$ cat src/dual_timer_pkg.sv
/*
  dual_timer_pkg: register map, field positions, reset values and
  clock-select codes shared by the dual timer pair.
  assumes a byte-wide register port driven by a simple cpu master.
*/
package dual_timer_pkg;

  // ------------------------------------------------------------------
  // register indices
  // ------------------------------------------------------------------
  localparam logic [3:0] ADDR_A_MODE    = 4'h0;
  localparam logic [3:0] ADDR_A_CMP     = 4'h1;
  localparam logic [3:0] ADDR_A_CLKSEL  = 4'h2;
  localparam logic [3:0] ADDR_A_COUNT   = 4'h3;
  localparam logic [3:0] ADDR_B_MODE    = 4'h4;
  localparam logic [3:0] ADDR_B_CMP     = 4'h5;
  localparam logic [3:0] ADDR_B_CLKSEL  = 4'h6;
  localparam logic [3:0] ADDR_B_COUNT   = 4'h7;
  localparam logic [3:0] ADDR_STATUS    = 4'h8;

  // ------------------------------------------------------------------
  // mode control fields
  // ------------------------------------------------------------------
  localparam int BIT_OUT_EN    = 0;
  localparam int BIT_ACT_LVL   = 1;
  localparam int BIT_LVL_RST   = 2;
  localparam int BIT_LVL_SET   = 3;
  localparam int BIT_CASCADE   = 4;
  localparam int BIT_PWM_MODE  = 6;
  localparam int BIT_RUN       = 7;

  localparam logic [7:0] MODE_RESET   = 8'h00;
  localparam logic [7:0] CMP_RESET    = 8'h00;
  localparam logic [2:0] CLKSEL_RESET = 3'h0;

  // ------------------------------------------------------------------
  // clock select codes: event edges or system clock divided by 2^k
  // ------------------------------------------------------------------
  localparam logic [2:0] SEL_EV_FALL = 3'h0;
  localparam logic [2:0] SEL_EV_RISE = 3'h1;
  localparam int         PRESC_W     = 12;

endpackage : dual_timer_pkg

$ cat src/timer_channel.sv
/*
  timer_channel: one 8-bit counter with compare shadow and output
  flip-flop, pwm or clear-on-match behaviour.
  assumes the parent supplies a one-cycle count enable pulse.
*/
`timescale 1ns/1ns
module timer_channel
  import dual_timer_pkg::*;
#(
  parameter int WIDTH = 8
) (
  // clock and reset
  input  wire logic             ref_clk,
  input  wire logic             rst_b,
  // control
  input  wire logic             run,
  input  wire logic             pwm_mode,
  input  wire logic             active_high,
  input  wire logic             cmp_wr,
  input  wire logic [WIDTH-1:0] cmp_wdata,
  input  wire logic             count_en,
  input  wire logic             ext_clear,
  input  wire logic             use_ext_clear,
  input  wire logic             lvl_set,
  input  wire logic             lvl_reset,
  // state
  output logic      [WIDTH-1:0] count_r,
  output logic      [WIDTH-1:0] cmp_r,
  output logic                  match,
  output logic                  wrap,
  output logic                  level_r
);

  logic [WIDTH-1:0] cmp_shadow_r;
  logic             seen_ovf_r;
  logic             running;
  logic [WIDTH-1:0] count_nxt;

  assign running   = run && count_en;
  assign match     = running && (count_r == cmp_r);
  assign wrap      = running && (count_r == {WIDTH{1'b1}});
  assign count_nxt = count_r + {{(WIDTH-1){1'b0}}, 1'b1};

  // pending compare only loaded at overflow while pwm runs
  always_ff @(posedge ref_clk or negedge rst_b) begin
    if (!rst_b) begin
      cmp_shadow_r <= CMP_RESET;
      cmp_r        <= CMP_RESET;
    end else begin
      if (cmp_wr)
        cmp_shadow_r <= cmp_wdata;
      if (cmp_wr && !(run && pwm_mode))
        cmp_r <= cmp_wdata;
      else if (run && pwm_mode && wrap)
        cmp_r <= cmp_shadow_r;
    end
  end

  always_ff @(posedge ref_clk or negedge rst_b) begin
    if (!rst_b)
      count_r <= '0;
    else if (!run)
      count_r <= '0;
    else if (use_ext_clear ? ext_clear : (match && !pwm_mode))
      count_r <= '0;
    else if (running)
      count_r <= count_nxt;
  end

  always_ff @(posedge ref_clk or negedge rst_b) begin
    if (!rst_b)
      seen_ovf_r <= 1'b0;
    else if (!run)
      seen_ovf_r <= 1'b0;
    else if (wrap)
      seen_ovf_r <= 1'b1;
  end

  // output flip-flop holds the active flag; polarity applied by parent
  always_ff @(posedge ref_clk or negedge rst_b) begin
    if (!rst_b)
      level_r <= 1'b0;
    else if (!run && lvl_set && !lvl_reset)
      level_r <= 1'b1;
    else if (!run && lvl_reset && !lvl_set)
      level_r <= 1'b0;
    else if (pwm_mode && !run)
      level_r <= 1'b0;
    else if (pwm_mode && wrap)
      level_r <= 1'b1;
    else if (pwm_mode && !seen_ovf_r)
      level_r <= 1'b0;
    else if (pwm_mode && match)
      level_r <= 1'b0;
    else if (!pwm_mode && match)
      level_r <= !level_r;
  end
endmodule : timer_channel

$ cat src/dual_timer_pwm_cascade.sv
/*
  dual_timer_pwm_cascade: two 8-bit timers with pwm outputs and a
  16-bit cascade interval mode, reached over a byte register port.
  assumes ref_clk at 100 MHz and synchronous event and port inputs.
*/
// Local design decisions: strobed register access and the register offsets.
`timescale 1ns/1ns

// Notes on behaviour
// - pwm pulse width on each output follows its 8-bit compare value.
// - mode bit 1 selects the pulse's active level.
// - mode bit 0 enables the pulse onto its output pin.
// - each counter uses its own clock select when not cascaded.
// - writing mode bit 7 high starts the counter.
// - after start the output stays inactive until first overflow.
// - each overflow drives active level until count equals compare.
// - after match output is inactive until next overflow, repeating.
// - clearing the run bit forces a pwm output inactive unless level set is high and level reset low.
// - compare writes during pwm take effect after next overflow.
// - timer b mode bit 4 joins counters into sixteen bits.
// - cascaded pair repeatedly interrupts at the compare interval.
// - timer a compare is low byte, timer b compare high byte.
// - in cascade only timer a clock select picks the count clock.
// - on 16-bit match raise timer a interrupt and clear both.
// - timer b still interrupts on its byte match; software masks it.
// - in cascade timer a run bit alone starts and stops counting.
// - event clock in cascade counts input edges, up to 2^16.
// - level set and level reset bits preset the output flip-flop.
module dual_timer_pwm_cascade
  import dual_timer_pkg::*;
(
  // clock and reset
  input  wire logic       ref_clk,
  input  wire logic       rst_b,
  // register port
  input  wire logic [3:0] reg_addr,
  input  wire logic [7:0] reg_wdata,
  input  wire logic       reg_wr,
  input  wire logic       reg_rd,
  output logic      [7:0] reg_rdata,
  // event inputs
  input  wire logic       timer_a_event_input,
  input  wire logic       timer_b_event_input,
  // pulse outputs and match events
  output logic            timer_a_output_pin,
  output logic            timer_b_output_pin,
  output logic            timer_a_match_irq,
  output logic            timer_b_match_irq
);

  // ------------------------------------------------------------------
  // registers
  // ------------------------------------------------------------------
  logic [7:0] timer_a_mode_control_r;
  logic [7:0] timer_b_mode_control_r;
  logic [2:0] timer_a_clock_select_r;
  logic [2:0] timer_b_clock_select_r;
  logic [7:0] reg_rdata_nxt;

  logic [PRESC_W-1:0] presc_r;
  logic [PRESC_W-1:0] presc_nxt;
  logic               ev_a_d_r;
  logic               ev_b_d_r;

  logic       wr_a_mode;
  logic       wr_b_mode;
  logic       wr_a_cmp;
  logic       wr_b_cmp;
  logic       cascade_mode_select;
  logic       timer_a_run_enable;
  logic       timer_b_run_enable;
  logic       run_b;
  logic       tick_a;
  logic       tick_b;
  logic       en_b;
  logic [7:0] count_a;
  logic [7:0] count_b;
  logic [7:0] cmp_a;
  logic [7:0] cmp_b;
  logic       match_a;
  logic       match_b;
  logic       wrap_a;
  logic       lvl_a;
  logic       lvl_b;
  logic       match16;

  // ------------------------------------------------------------------
  // decoding
  // ------------------------------------------------------------------
  assign wr_a_mode = reg_wr && (reg_addr == ADDR_A_MODE);
  assign wr_b_mode = reg_wr && (reg_addr == ADDR_B_MODE);
  assign wr_a_cmp  = reg_wr && (reg_addr == ADDR_A_CMP);
  assign wr_b_cmp  = reg_wr && (reg_addr == ADDR_B_CMP);

  assign cascade_mode_select = timer_b_mode_control_r[BIT_CASCADE];
  assign timer_a_run_enable  = timer_a_mode_control_r[BIT_RUN];
  assign timer_b_run_enable  = timer_b_mode_control_r[BIT_RUN];
  // in cascade, only timer a's run bit gates the pair
  assign run_b = cascade_mode_select ? timer_a_run_enable
                                     : timer_b_run_enable;

  // ------------------------------------------------------------------
  // count clock selection
  // ------------------------------------------------------------------
  assign presc_nxt = presc_r + {{(PRESC_W-1){1'b0}}, 1'b1};

  // one-cycle pulse when prescaler bit k-1 carries into bit k
  function automatic logic div_tick(input logic [2:0] sel,
                                    input logic [PRESC_W-1:0] p,
                                    input logic ev, input logic ev_d);
    logic [3:0] k;
    k = 4'h0;
    case (sel)
      3'h2:    k = 4'h3;
      3'h3:    k = 4'h5;
      3'h4:    k = 4'h7;
      3'h5:    k = 4'h8;
      3'h6:    k = 4'h9;
      3'h7:    k = 4'hb;
      default: k = 4'h0;
    endcase
    if (sel == SEL_EV_FALL)
      div_tick = ev_d && !ev;
    else if (sel == SEL_EV_RISE)
      div_tick = !ev_d && ev;
    else
      div_tick = (p & ((12'h001 << k) - 12'h001)) == '0;
  endfunction : div_tick

  assign tick_a = div_tick(timer_a_clock_select_r, presc_r,
                           timer_a_event_input, ev_a_d_r);
  assign tick_b = div_tick(timer_b_clock_select_r, presc_r,
                           timer_b_event_input, ev_b_d_r);
  assign en_b   = cascade_mode_select ? wrap_a : tick_b;

  assign match16 = cascade_mode_select && tick_a && timer_a_run_enable
                   && (count_a == cmp_a) && (count_b == cmp_b);

  // ------------------------------------------------------------------
  // channels
  // ------------------------------------------------------------------
  timer_channel #(.WIDTH(8)) u_chan_a (
    .ref_clk       (ref_clk),
    .rst_b         (rst_b),
    .run           (timer_a_run_enable),
    .pwm_mode      (timer_a_mode_control_r[BIT_PWM_MODE]),
    .active_high   (timer_a_mode_control_r[BIT_ACT_LVL]),
    .cmp_wr        (wr_a_cmp),
    .cmp_wdata     (reg_wdata),
    .count_en      (tick_a),
    .ext_clear     (match16),
    .use_ext_clear (cascade_mode_select),
    .lvl_set       (timer_a_mode_control_r[BIT_LVL_SET]),
    .lvl_reset     (timer_a_mode_control_r[BIT_LVL_RST]),
    .count_r       (count_a),
    .cmp_r         (cmp_a),
    .match         (match_a),
    .wrap          (wrap_a),
    .level_r       (lvl_a)
  );

  timer_channel #(.WIDTH(8)) u_chan_b (
    .ref_clk       (ref_clk),
    .rst_b         (rst_b),
    .run           (run_b),
    .pwm_mode      (timer_b_mode_control_r[BIT_PWM_MODE]
                    && !cascade_mode_select),
    .active_high   (timer_b_mode_control_r[BIT_ACT_LVL]),
    .cmp_wr        (wr_b_cmp),
    .cmp_wdata     (reg_wdata),
    .count_en      (en_b),
    .ext_clear     (match16),
    .use_ext_clear (cascade_mode_select),
    .lvl_set       (timer_b_mode_control_r[BIT_LVL_SET]),
    .lvl_reset     (timer_b_mode_control_r[BIT_LVL_RST]),
    .count_r       (count_b),
    .cmp_r         (cmp_b),
    .match         (),
    .wrap          (),
    .level_r       (lvl_b)
  );

  // b's byte match is seen on a's tick too, since b only moves on wraps
  assign match_b = cascade_mode_select
                   ? (run_b && tick_a && count_b == cmp_b)
                   : (run_b && tick_b && count_b == cmp_b);

  // ------------------------------------------------------------------
  // register writes and read mux
  // ------------------------------------------------------------------
  always_ff @(posedge ref_clk or negedge rst_b) begin
    if (!rst_b) begin
      timer_a_mode_control_r <= MODE_RESET;
      timer_b_mode_control_r <= MODE_RESET;
      timer_a_clock_select_r <= CLKSEL_RESET;
      timer_b_clock_select_r <= CLKSEL_RESET;
    end else begin
      if (wr_a_mode)
        timer_a_mode_control_r <= reg_wdata;
      if (wr_b_mode)
        timer_b_mode_control_r <= reg_wdata;
      if (reg_wr && reg_addr == ADDR_A_CLKSEL)
        timer_a_clock_select_r <= reg_wdata[2:0];
      if (reg_wr && reg_addr == ADDR_B_CLKSEL)
        timer_b_clock_select_r <= reg_wdata[2:0];
    end
  end

  always_comb begin
    reg_rdata_nxt = 8'h00;
    case (reg_addr)
      ADDR_A_MODE:   reg_rdata_nxt = timer_a_mode_control_r;
      ADDR_A_CMP:    reg_rdata_nxt = cmp_a;
      ADDR_A_CLKSEL: reg_rdata_nxt = {5'h00, timer_a_clock_select_r};
      ADDR_A_COUNT:  reg_rdata_nxt = count_a;
      ADDR_B_MODE:   reg_rdata_nxt = timer_b_mode_control_r;
      ADDR_B_CMP:    reg_rdata_nxt = cmp_b;
      ADDR_B_CLKSEL: reg_rdata_nxt = {5'h00, timer_b_clock_select_r};
      ADDR_B_COUNT:  reg_rdata_nxt = count_b;
      ADDR_STATUS:   reg_rdata_nxt = {6'h00, lvl_b, lvl_a};
      default:       reg_rdata_nxt = 8'h00;
    endcase
  end

  // ------------------------------------------------------------------
  // outputs, prescaler and edge history
  // ------------------------------------------------------------------
  always_ff @(posedge ref_clk or negedge rst_b) begin
    if (!rst_b) begin
      reg_rdata          <= 8'h00;
      presc_r            <= '0;
      ev_a_d_r           <= 1'b0;
      ev_b_d_r           <= 1'b0;
      timer_a_output_pin <= 1'b0;
      timer_b_output_pin <= 1'b0;
      timer_a_match_irq  <= 1'b0;
      timer_b_match_irq  <= 1'b0;
    end else begin
      reg_rdata          <= reg_rd ? reg_rdata_nxt : 8'h00;
      presc_r            <= presc_nxt;
      ev_a_d_r           <= timer_a_event_input;
      ev_b_d_r           <= timer_b_event_input;
      // disabled output rests low; active level flips the flop sense
      timer_a_output_pin <= timer_a_mode_control_r[BIT_OUT_EN] &&
        (lvl_a ~^ timer_a_mode_control_r[BIT_ACT_LVL]);
      timer_b_output_pin <= timer_b_mode_control_r[BIT_OUT_EN] &&
        (lvl_b ~^ timer_b_mode_control_r[BIT_ACT_LVL]);
      timer_a_match_irq  <= cascade_mode_select ? match16
                            : match_a;
      timer_b_match_irq  <= match_b;
    end
  end
endmodule : dual_timer_pwm_cascade

$ cat config.mk
export PLATFORM = sky130hd
export DESIGN_NAME = dual_timer_pwm_cascade
export DESIGN_NICKNAME = d
export VERILOG_FILES = /design/src/dual_timer_pkg.sv /design/src/timer_channel.sv /design/src/dual_timer_pwm_cascade.sv
export SDC_FILE = /design/constraint.sdc
export NUM_CORES = 1
export LEC_CHECK = 0
export ABC_AREA = 0
export BUFFER_PORTS_ARGS = -buffer_cell sky130_fd_sc_hd__buf_4
export CAP_MARGIN = 5
export CORE_ASPECT_RATIO = 0.75
export CORE_UTILIZATION = 35
export CTS_BUF_LIST = sky130_fd_sc_hd__clkbuf_4 sky130_fd_sc_hd__clkbuf_8
export DETAILED_ROUTE_END_ITERATION = 8
export PLACE_DENSITY_LB_ADDON = 0.1
export SETUP_SLACK_MARGIN = 0.4
export SLEW_MARGIN = 20
export SYNTH_ARGS = -nofsm -noshare
export SYNTH_HDL_FRONTEND = slang
export SYNTH_SLANG_ARGS = --single-unit
$ cat constraint.sdc
create_clock -name ref_clk -period 7.95 [get_ports ref_clk]
set_input_delay 0.795 -clock ref_clk [delete_from_list [all_inputs] [get_ports ref_clk]]
set_output_delay 0.795 -clock ref_clk [all_outputs]
set_load 0.02 [all_outputs]
==> flow_summary.toml, run 1 <==
[synth]
avgSynthCellArea_um2 = 10.31
yosys_warnings = 0
ys.flop_type = "dfrtp_1"
synth.distinct_cells = 69
synth_top_cell_by_area = "dfrtp_1"
async_reset_ff_share_pct = 100.0
synth_edf_count = 0
postSynthCellCount = 518
ys_ff_latch = 99
netlist_area_um2 = 5343
synthTopCellsByArea = "dfrtp_1 (46%), mux2_2 (8.2%), xnor2_1 (5.4%)"
syn-num-nets = 540
netlist.area_leader.share_pct = 46.37
ys_seq_area_share_pct = 46.37

[cells_and_area]
fin_nets = 554
fillers = 1465
utilization_pct = 40.06
final_common_cell = "dfrtp_1"
layout_common_cells = "dfrtp_1 (99), nor2_1 (48), nand2_1 (43)"
drive_gt1_share_pct = 18.62
layout-area-overhead-vs-synth_pct = 10.16
num_antenna_cells = 0
final_cell_count_no_fill = 737

[placement]
dp.final_hpwl_um = 10200
placed_cells = 721
io_buffers = 29
pre_cts_ws_ns = 4.689
gp_congestion = 0.8292

[route]
drtAntennaViolNets = 0
wl_um = 14100
drt_iter0_markers = 324
drt-pass1-iter-count = 5
drc = 0
viasPerCell = 5.322
num_vias = 3922
drt-wirelength-per-cell_um = 19.13

[critical_path]
cp.required_ns = 8.27
critPathKind = "register to register"
arrival_ns = 3.45
r2r_slack_ns = 4.82
worstPathMaxFanout = 12
cp-start-kind = "register"
endpoint_kind = "register"

[sta]
fin_skew_ns = 0.01262
worst_pin_slew_ns = 0.8947
hold_violations = 0
tns_ns = 0
period_share_pct = 39.38
finalMaxSlewViolations = 0
finalCriticalPeriod_ns = 3.131
setup_viol = 0
max_slew_margin_pct = 40.03
fmax_ghz = 0.3194
rsz0062_at_grt = "no"
worst_slack_ns = 4.819

[run_status]
status = "finished clean"

[floorplan]
core_area_um2 = 14690
dieArea_um2 = 15770
io_pins = 30
rows = 38
initial_core_util_pct = 36.37
die_y_um = 109.0
die_w_um = 144.7

[cts]
cts_resized = 0
ctsHtreeMaxLevel = 3
cts_tree = "built"
cts_buffers = 9
clkLatencyLatePin_ns = 0.39
path_clk_slew_ns = 0.09
post_cts_buffers = 0
holdBufCountCts = 0
cts_sinks = 99
cts_root_buf = "clkbuf_8"
clk_path_buf_depth = 2

[pwr]
p_leak_nw = 2.440
vdd_drop_max_v = 0.00008776
p_total_mw = 1.310
power_per_cell_area_nw_per_um2 = 222.6

[global_routing]
first_global_vias = 3834
grt.overflow.total = 0
grt_usage_pct = 19.63
grt_pass1_wl_um = 22440
grt_max_degree = 51
antenna_found_initial = 0

[run]
cap_violations = 0

[worst_hold_path]
hold_path_class = "input pin to async pin"
## Yosys cell counts (all sizes together), types with 4 or more instances
cell,number
dfrtp,99
nor2,48
nand2,44
mux2,39
o21ai,36
xnor2,33
mux2i,28
nand3,23
inv,17
clkbuf,14
buf,13
xor2,9
a21oi,8
nand4,8
a221oi,7
nor3,7
a31oi,6
nand2b,6
nor2b,5
a211oi,4
and2,4
and3,4
ha,4
nor4,4
o211ai,4
## area by class of cell
cell class	instances	area [um2]	share of cell area (%)
multi-input combinational	375	2670	45.37
sequential	99	2477	42.09
tap	200	250.2	4.252
timing repair buffer	30	225.2	3.827
clock buffer	9	123.9	2.105
clock inverter	7	75.07	1.276
inverter	17	63.81	1.084
## cell families after synthesis
logic type / Yosys count / synth area share (%)
xor+xnor: 42 / 6.885
compound gates: 93 / 12.81
flops: 99 / 46.37
fa+ha+maj: 5 / 1.148
simple gates: 167 / 15.53
other cells: 1 / 0.07019
buf+inv: 44 / 3.723
mux: 67 / 13.47
## state kept, by name, indices dropped and copies added, names as in the netlist, 3 cells and up
name,count
presc_r,11
u_chan_b.count_r,8
u_chan_b.cmp_shadow_r,8
reg_rdata,8
timer_a_mode_control_r,8
u_chan_b.cmp_r,8
timer_a_clock_select_r,3
timer_b_mode_control_r,8
u_chan_a.count_r,8
u_chan_a.cmp_shadow_r,8
u_chan_a.cmp_r,8
timer_b_clock_select_r,3
## per-layer routing
layer,global-route usage (%),wire length (um)
met5,0,0
met4,5.038,169
met3,5.007,845
met2,26.99,5809
met1,29.98,7278
## where the power goes
part	internal, mW	switching [mW]
logic	0.143	0.152
registers	0.578	0.0984
clock network	0.148	0.191
total	0.869	0.441
## per-stage QoR
stage	hold slack [ns]	cell area, um2
final	0.4274	5886
after global routing	0.4581	5886
after CTS	0.4448	5882
after detailed placement	0.4768	5683
after global placement	0.4702	5683
after floorplan	0.4506	5343
## worst paths after layout
kind | depth (start not counted) | endpoint | startpoint
min reg2reg | 2 | u_chan_a.seen_ovf_r | u_chan_a.seen_ovf_r
min | 1 | presc_r[7] | rst_b
max in group asynchronous | 2 | u_chan_a.cmp_r[3] | rst_b
max | 10 | u_chan_b.level_r | timer_b_clock_select_r[2]
max reg2reg | 10 | u_chan_b.level_r | timer_b_clock_select_r[2]
min in group ref_clk | 2 | u_chan_a.seen_ovf_r | u_chan_a.seen_ovf_r
## worst max-delay path, stage by stage, from the launching register on
cell	delay (ns)
dfrtp_1	0.53
nor2_1	0.20
inv_1	0.08
ha_1	0.25
a2111oi_0	0.46
a311oi_1	0.12
o21bai_2	0.34
and3_1	0.62
o211ai_1	0.18
o31ai_1	0.10
o22a_1	0.18
(Power assumes the default switching activity.)
==> inputs of run 2 (changes only) <==
--- a/config.mk
+++ b/config.mk
@@ -5,7 +5,7 @@
 export SDC_FILE = /design/constraint.sdc
 export NUM_CORES = 1
 export LEC_CHECK = 0
-export ABC_AREA = 0
+export ABC_AREA = 1
 export BUFFER_PORTS_ARGS = -buffer_cell sky130_fd_sc_hd__buf_4
 export CAP_MARGIN = 5
 export CORE_ASPECT_RATIO = 0.75
==> constraint.sdc (replaced) <==
create_clock -name ref_clk -period 3 [get_ports ref_clk]
set_input_delay 0.3 -clock ref_clk [delete_from_list [all_inputs] [get_ports ref_clk]]
set_output_delay 0.3 -clock ref_clk [all_outputs]
set_load 0.02 [all_outputs]
==> run 2 against run 1 <==
Effect of this change: sequential power increased to 2.6 times the previous value; utilization increased by 1.8 points; clock-buffer cell count rose by 1; global-route usage is 1.6 points higher; sequential share of layout area grew 0.30 points; critical path depth grew 7; non-clock buffer count increased by 9; clock skew increased by 0.0011 ns; die area down 4.3%; clock power rose to 2.8 times the previous value; total power grew to 2.6 times the previous value.
==> flow_summary.toml, run 2 <==
[placement]
dp.final_hpwl_um = 11030
io_buffers = 29
dpl-instance-area_um2 = 5552
pre_cts_ws_ns = 0.4658
placed_cells = 851
gp_congestion = 0.9266

[worst_hold_path]
hold_path_class = "input pin to register"
holdPathStages = 1
hold_path_end = "ev_a_d_r"
hp-start = "timer_a_event_input"

[sta]
setup_viol = 0
fmax_ghz = 0.4205
worst_pin_slew_ns = 0.6540
max_slew_margin_pct = 56.40
fin_skew_ns = 0.01371
finalCriticalPeriod_ns = 2.378
rsz0062_at_grt = "no"
finalMaxSlewViolations = 0
hold_slack_ns = 0.03527
tns_ns = 0
hold_violations = 0
period_share_pct = 79.27
worst_slack_ns = 0.6218

[cells_and_area]
top_register = "presc_r"
layout_common_cells = "nand2_1 (159), dfrtp_1 (97), inv_1 (76)"
postLayoutCellArea_um2 = 5849
fin_nets = 696
drive_gt1_share_pct = 11.93
final_common_cell = "nand2_1"
largest_register_ffs = 11
multiInputGateArea_um2 = 2290
num_antenna_cells = 0
layout-area-overhead-vs-synth_pct = 14.53
regArea_um2 = 2480
fillers = 1492
final_cell_count_no_fill = 874

[cts]
cts_tree = "built"
path_clk_slew_ns = 0.10
ctsHtreeMaxLevel = 3
cts_sinks = 99
cts_buffers = 9
cts_root_buf = "clkbuf_8"
clkLatencyLatePin_ns = 0.39
clk_path_buf_depth = 2

[global_routing]
antenna_found_initial = 0
grt.overflow.total = 0
grt_pass1_wl_um = 23670
first_global_vias = 4102
grt_max_degree = 53
grt_usage_pct = 21.28

[floorplan]
die_w_um = 141.5
io_pins = 30
dieArea_um2 = 15080
die_y_um = 106.6
core_area_um2 = 13980
initial_core_util_pct = 36.53
rows = 37

[synth]
synth_common_cells = "nand2_1 (162), dfrtp_1 (99), inv_1 (76)"
synth_top_cell_by_area = "dfrtp_1"
muxShareOfSynthArea_pct = 0
synthTopCellsByArea = "dfrtp_1 (49%), nand2_1 (12%), o21ai_0 (5.6%)"
async_reset_ff_share_pct = 100.0
ys_ff_latch = 99
synth_edf_count = 0
netlist.area_leader.share_pct = 48.51
syn-num-nets = 657
synth.most_common_cell = "nand2_1"
synth-xor-area-share_pct = 5.830
synth.distinct_cells = 37
postSynthCellCount = 635
ys_seq_area_share_pct = 48.51
synth_compound_area_share_pct = 13.20
synth-adder-area-share_pct = 0.9799
ys.flop_type = "dfrtp_1"
avgSynthCellArea_um2 = 8.043
synth-simple-area-share_pct = 24.20
yosys_warnings = 0
netlist_area_um2 = 5107
synth_top_family_by_area = "simple AND/OR/NAND/NOR gates"

[route]
drt_iter0_markers = 393
wl_um = 14870
viasPerCell = 4.986
drt-pass1-iter-count = 5
drtAntennaViolNets = 0
drc = 0
drt-wirelength-per-cell_um = 17.01
num_vias = 4358

[critical_path]
setup.worst_path.start = "timer_b_clock_select_r[2]"
worstPathMaxFanout = 8
r2r_start = "timer_b_clock_select_r[2]"
cp-start-kind = "register"
cp.required_ns = 3.34
endpoint_kind = "register"
timing.rr.end = "u_chan_b.cmp_r[1]"
critPathKind = "register to register"
r2r_slack_ns = 0.62
arrival_ns = 2.72
rr_worst_depth = 17

[pwr]
p_leak_nw = 2.789
vdd_drop_max_v = 0.0002304
power_per_cell_area_nw_per_um2 = 586.0

[run]
cap_violations = 0

[run_status]
status = "finished clean"
[run 2: area by class of cell]
class / instances / area share (%)
inverters: 82 / 5.262
multi-input cells: 443 / 39.14
clock buffers: 10 / 2.353
clock inverters: 6 / 1.412
flip-flops and latches: 99 / 42.40
repair buffers: 39 / 5.262
well taps: 195 / 4.171
[run 2: worst max-delay path, stage by stage, from the launching register on]
cell	delay, ns
dfrtp_2	0.47
nor2_4	0.13
inv_2	0.05
ha_1	0.26
o21ai_0	0.08
nor2_1	0.10
nand2_1	0.05
nor2_1	0.09
nand3_1	0.09
nand2_2	0.08
nand2_2	0.07
nand2_2	0.11
nand2_4	0.10
nor2_8	0.16
nand4_4	0.16
nand2_4	0.16
nand2_1	0.07
nand2_1	0.05
[run 2: repair_timing]
item / in CTS / in global routing
endpoints found under the setup margin: 0 / 18
buffers inserted: 0 / 5
gates resized for setup: 0 / 7
hold endpoints to repair: 47 / 0
hold buffers: 1 / 0
[run 2: metal layers]
metal / share of wire [%] / wire length (um) / vias up / global-route usage (%)
met1: 55 / 8134 / 2074 / 34.24
met5: 0 / 0 / - / 0
li1: - / - / 2148 / -
met4: 1.0 / 150 / 0 / 4.992
met3: 5.0 / 746 / 14 / 4.109
met2: 39 / 5836 / 122 / 28.54
[run 2: where the power goes]
part	internal (mW)	leakage [nW]	switching [mW]
Combinational	0.278	1.39	0.476
Sequential	1.52	1.29	0.214
Clock	0.425	0.108	0.519
Total	2.22	2.79	1.21
[run 2: how the worst max path moves through the flow]
stage / cells past startpoint / endpoint
6_report: 17 / u_chan_b.cmp_r[1]
2_1_floorplan: 18 / u_chan_b.cmp_r[5]
3_3_place_gp: 17 / u_chan_b.cmp_r[5]
5_1_grt: 17 / u_chan_b.cmp_r[0]
3_5_place_dp: 17 / u_chan_b.cmp_r[5]
4_1_cts: 17 / u_chan_b.cmp_r[5]
[run 2: cell families after synthesis]
family	count (synthesis)
fa+ha+maj	4
xor+xnor	34
simple gates	288
compound gates	115
buf+inv	94
flops	99
other cells	1
[run 2: stage by stage]
step / power (mW) / utilization (%)
final: 3.428 / 41.84
after global routing: 3.626 / 41.84
after CTS: 3.421 / 41.35
after detailed placement: 2.469 / 39.71
after global placement: 2.459 / 39.71
after floorplan: 2.179 / -
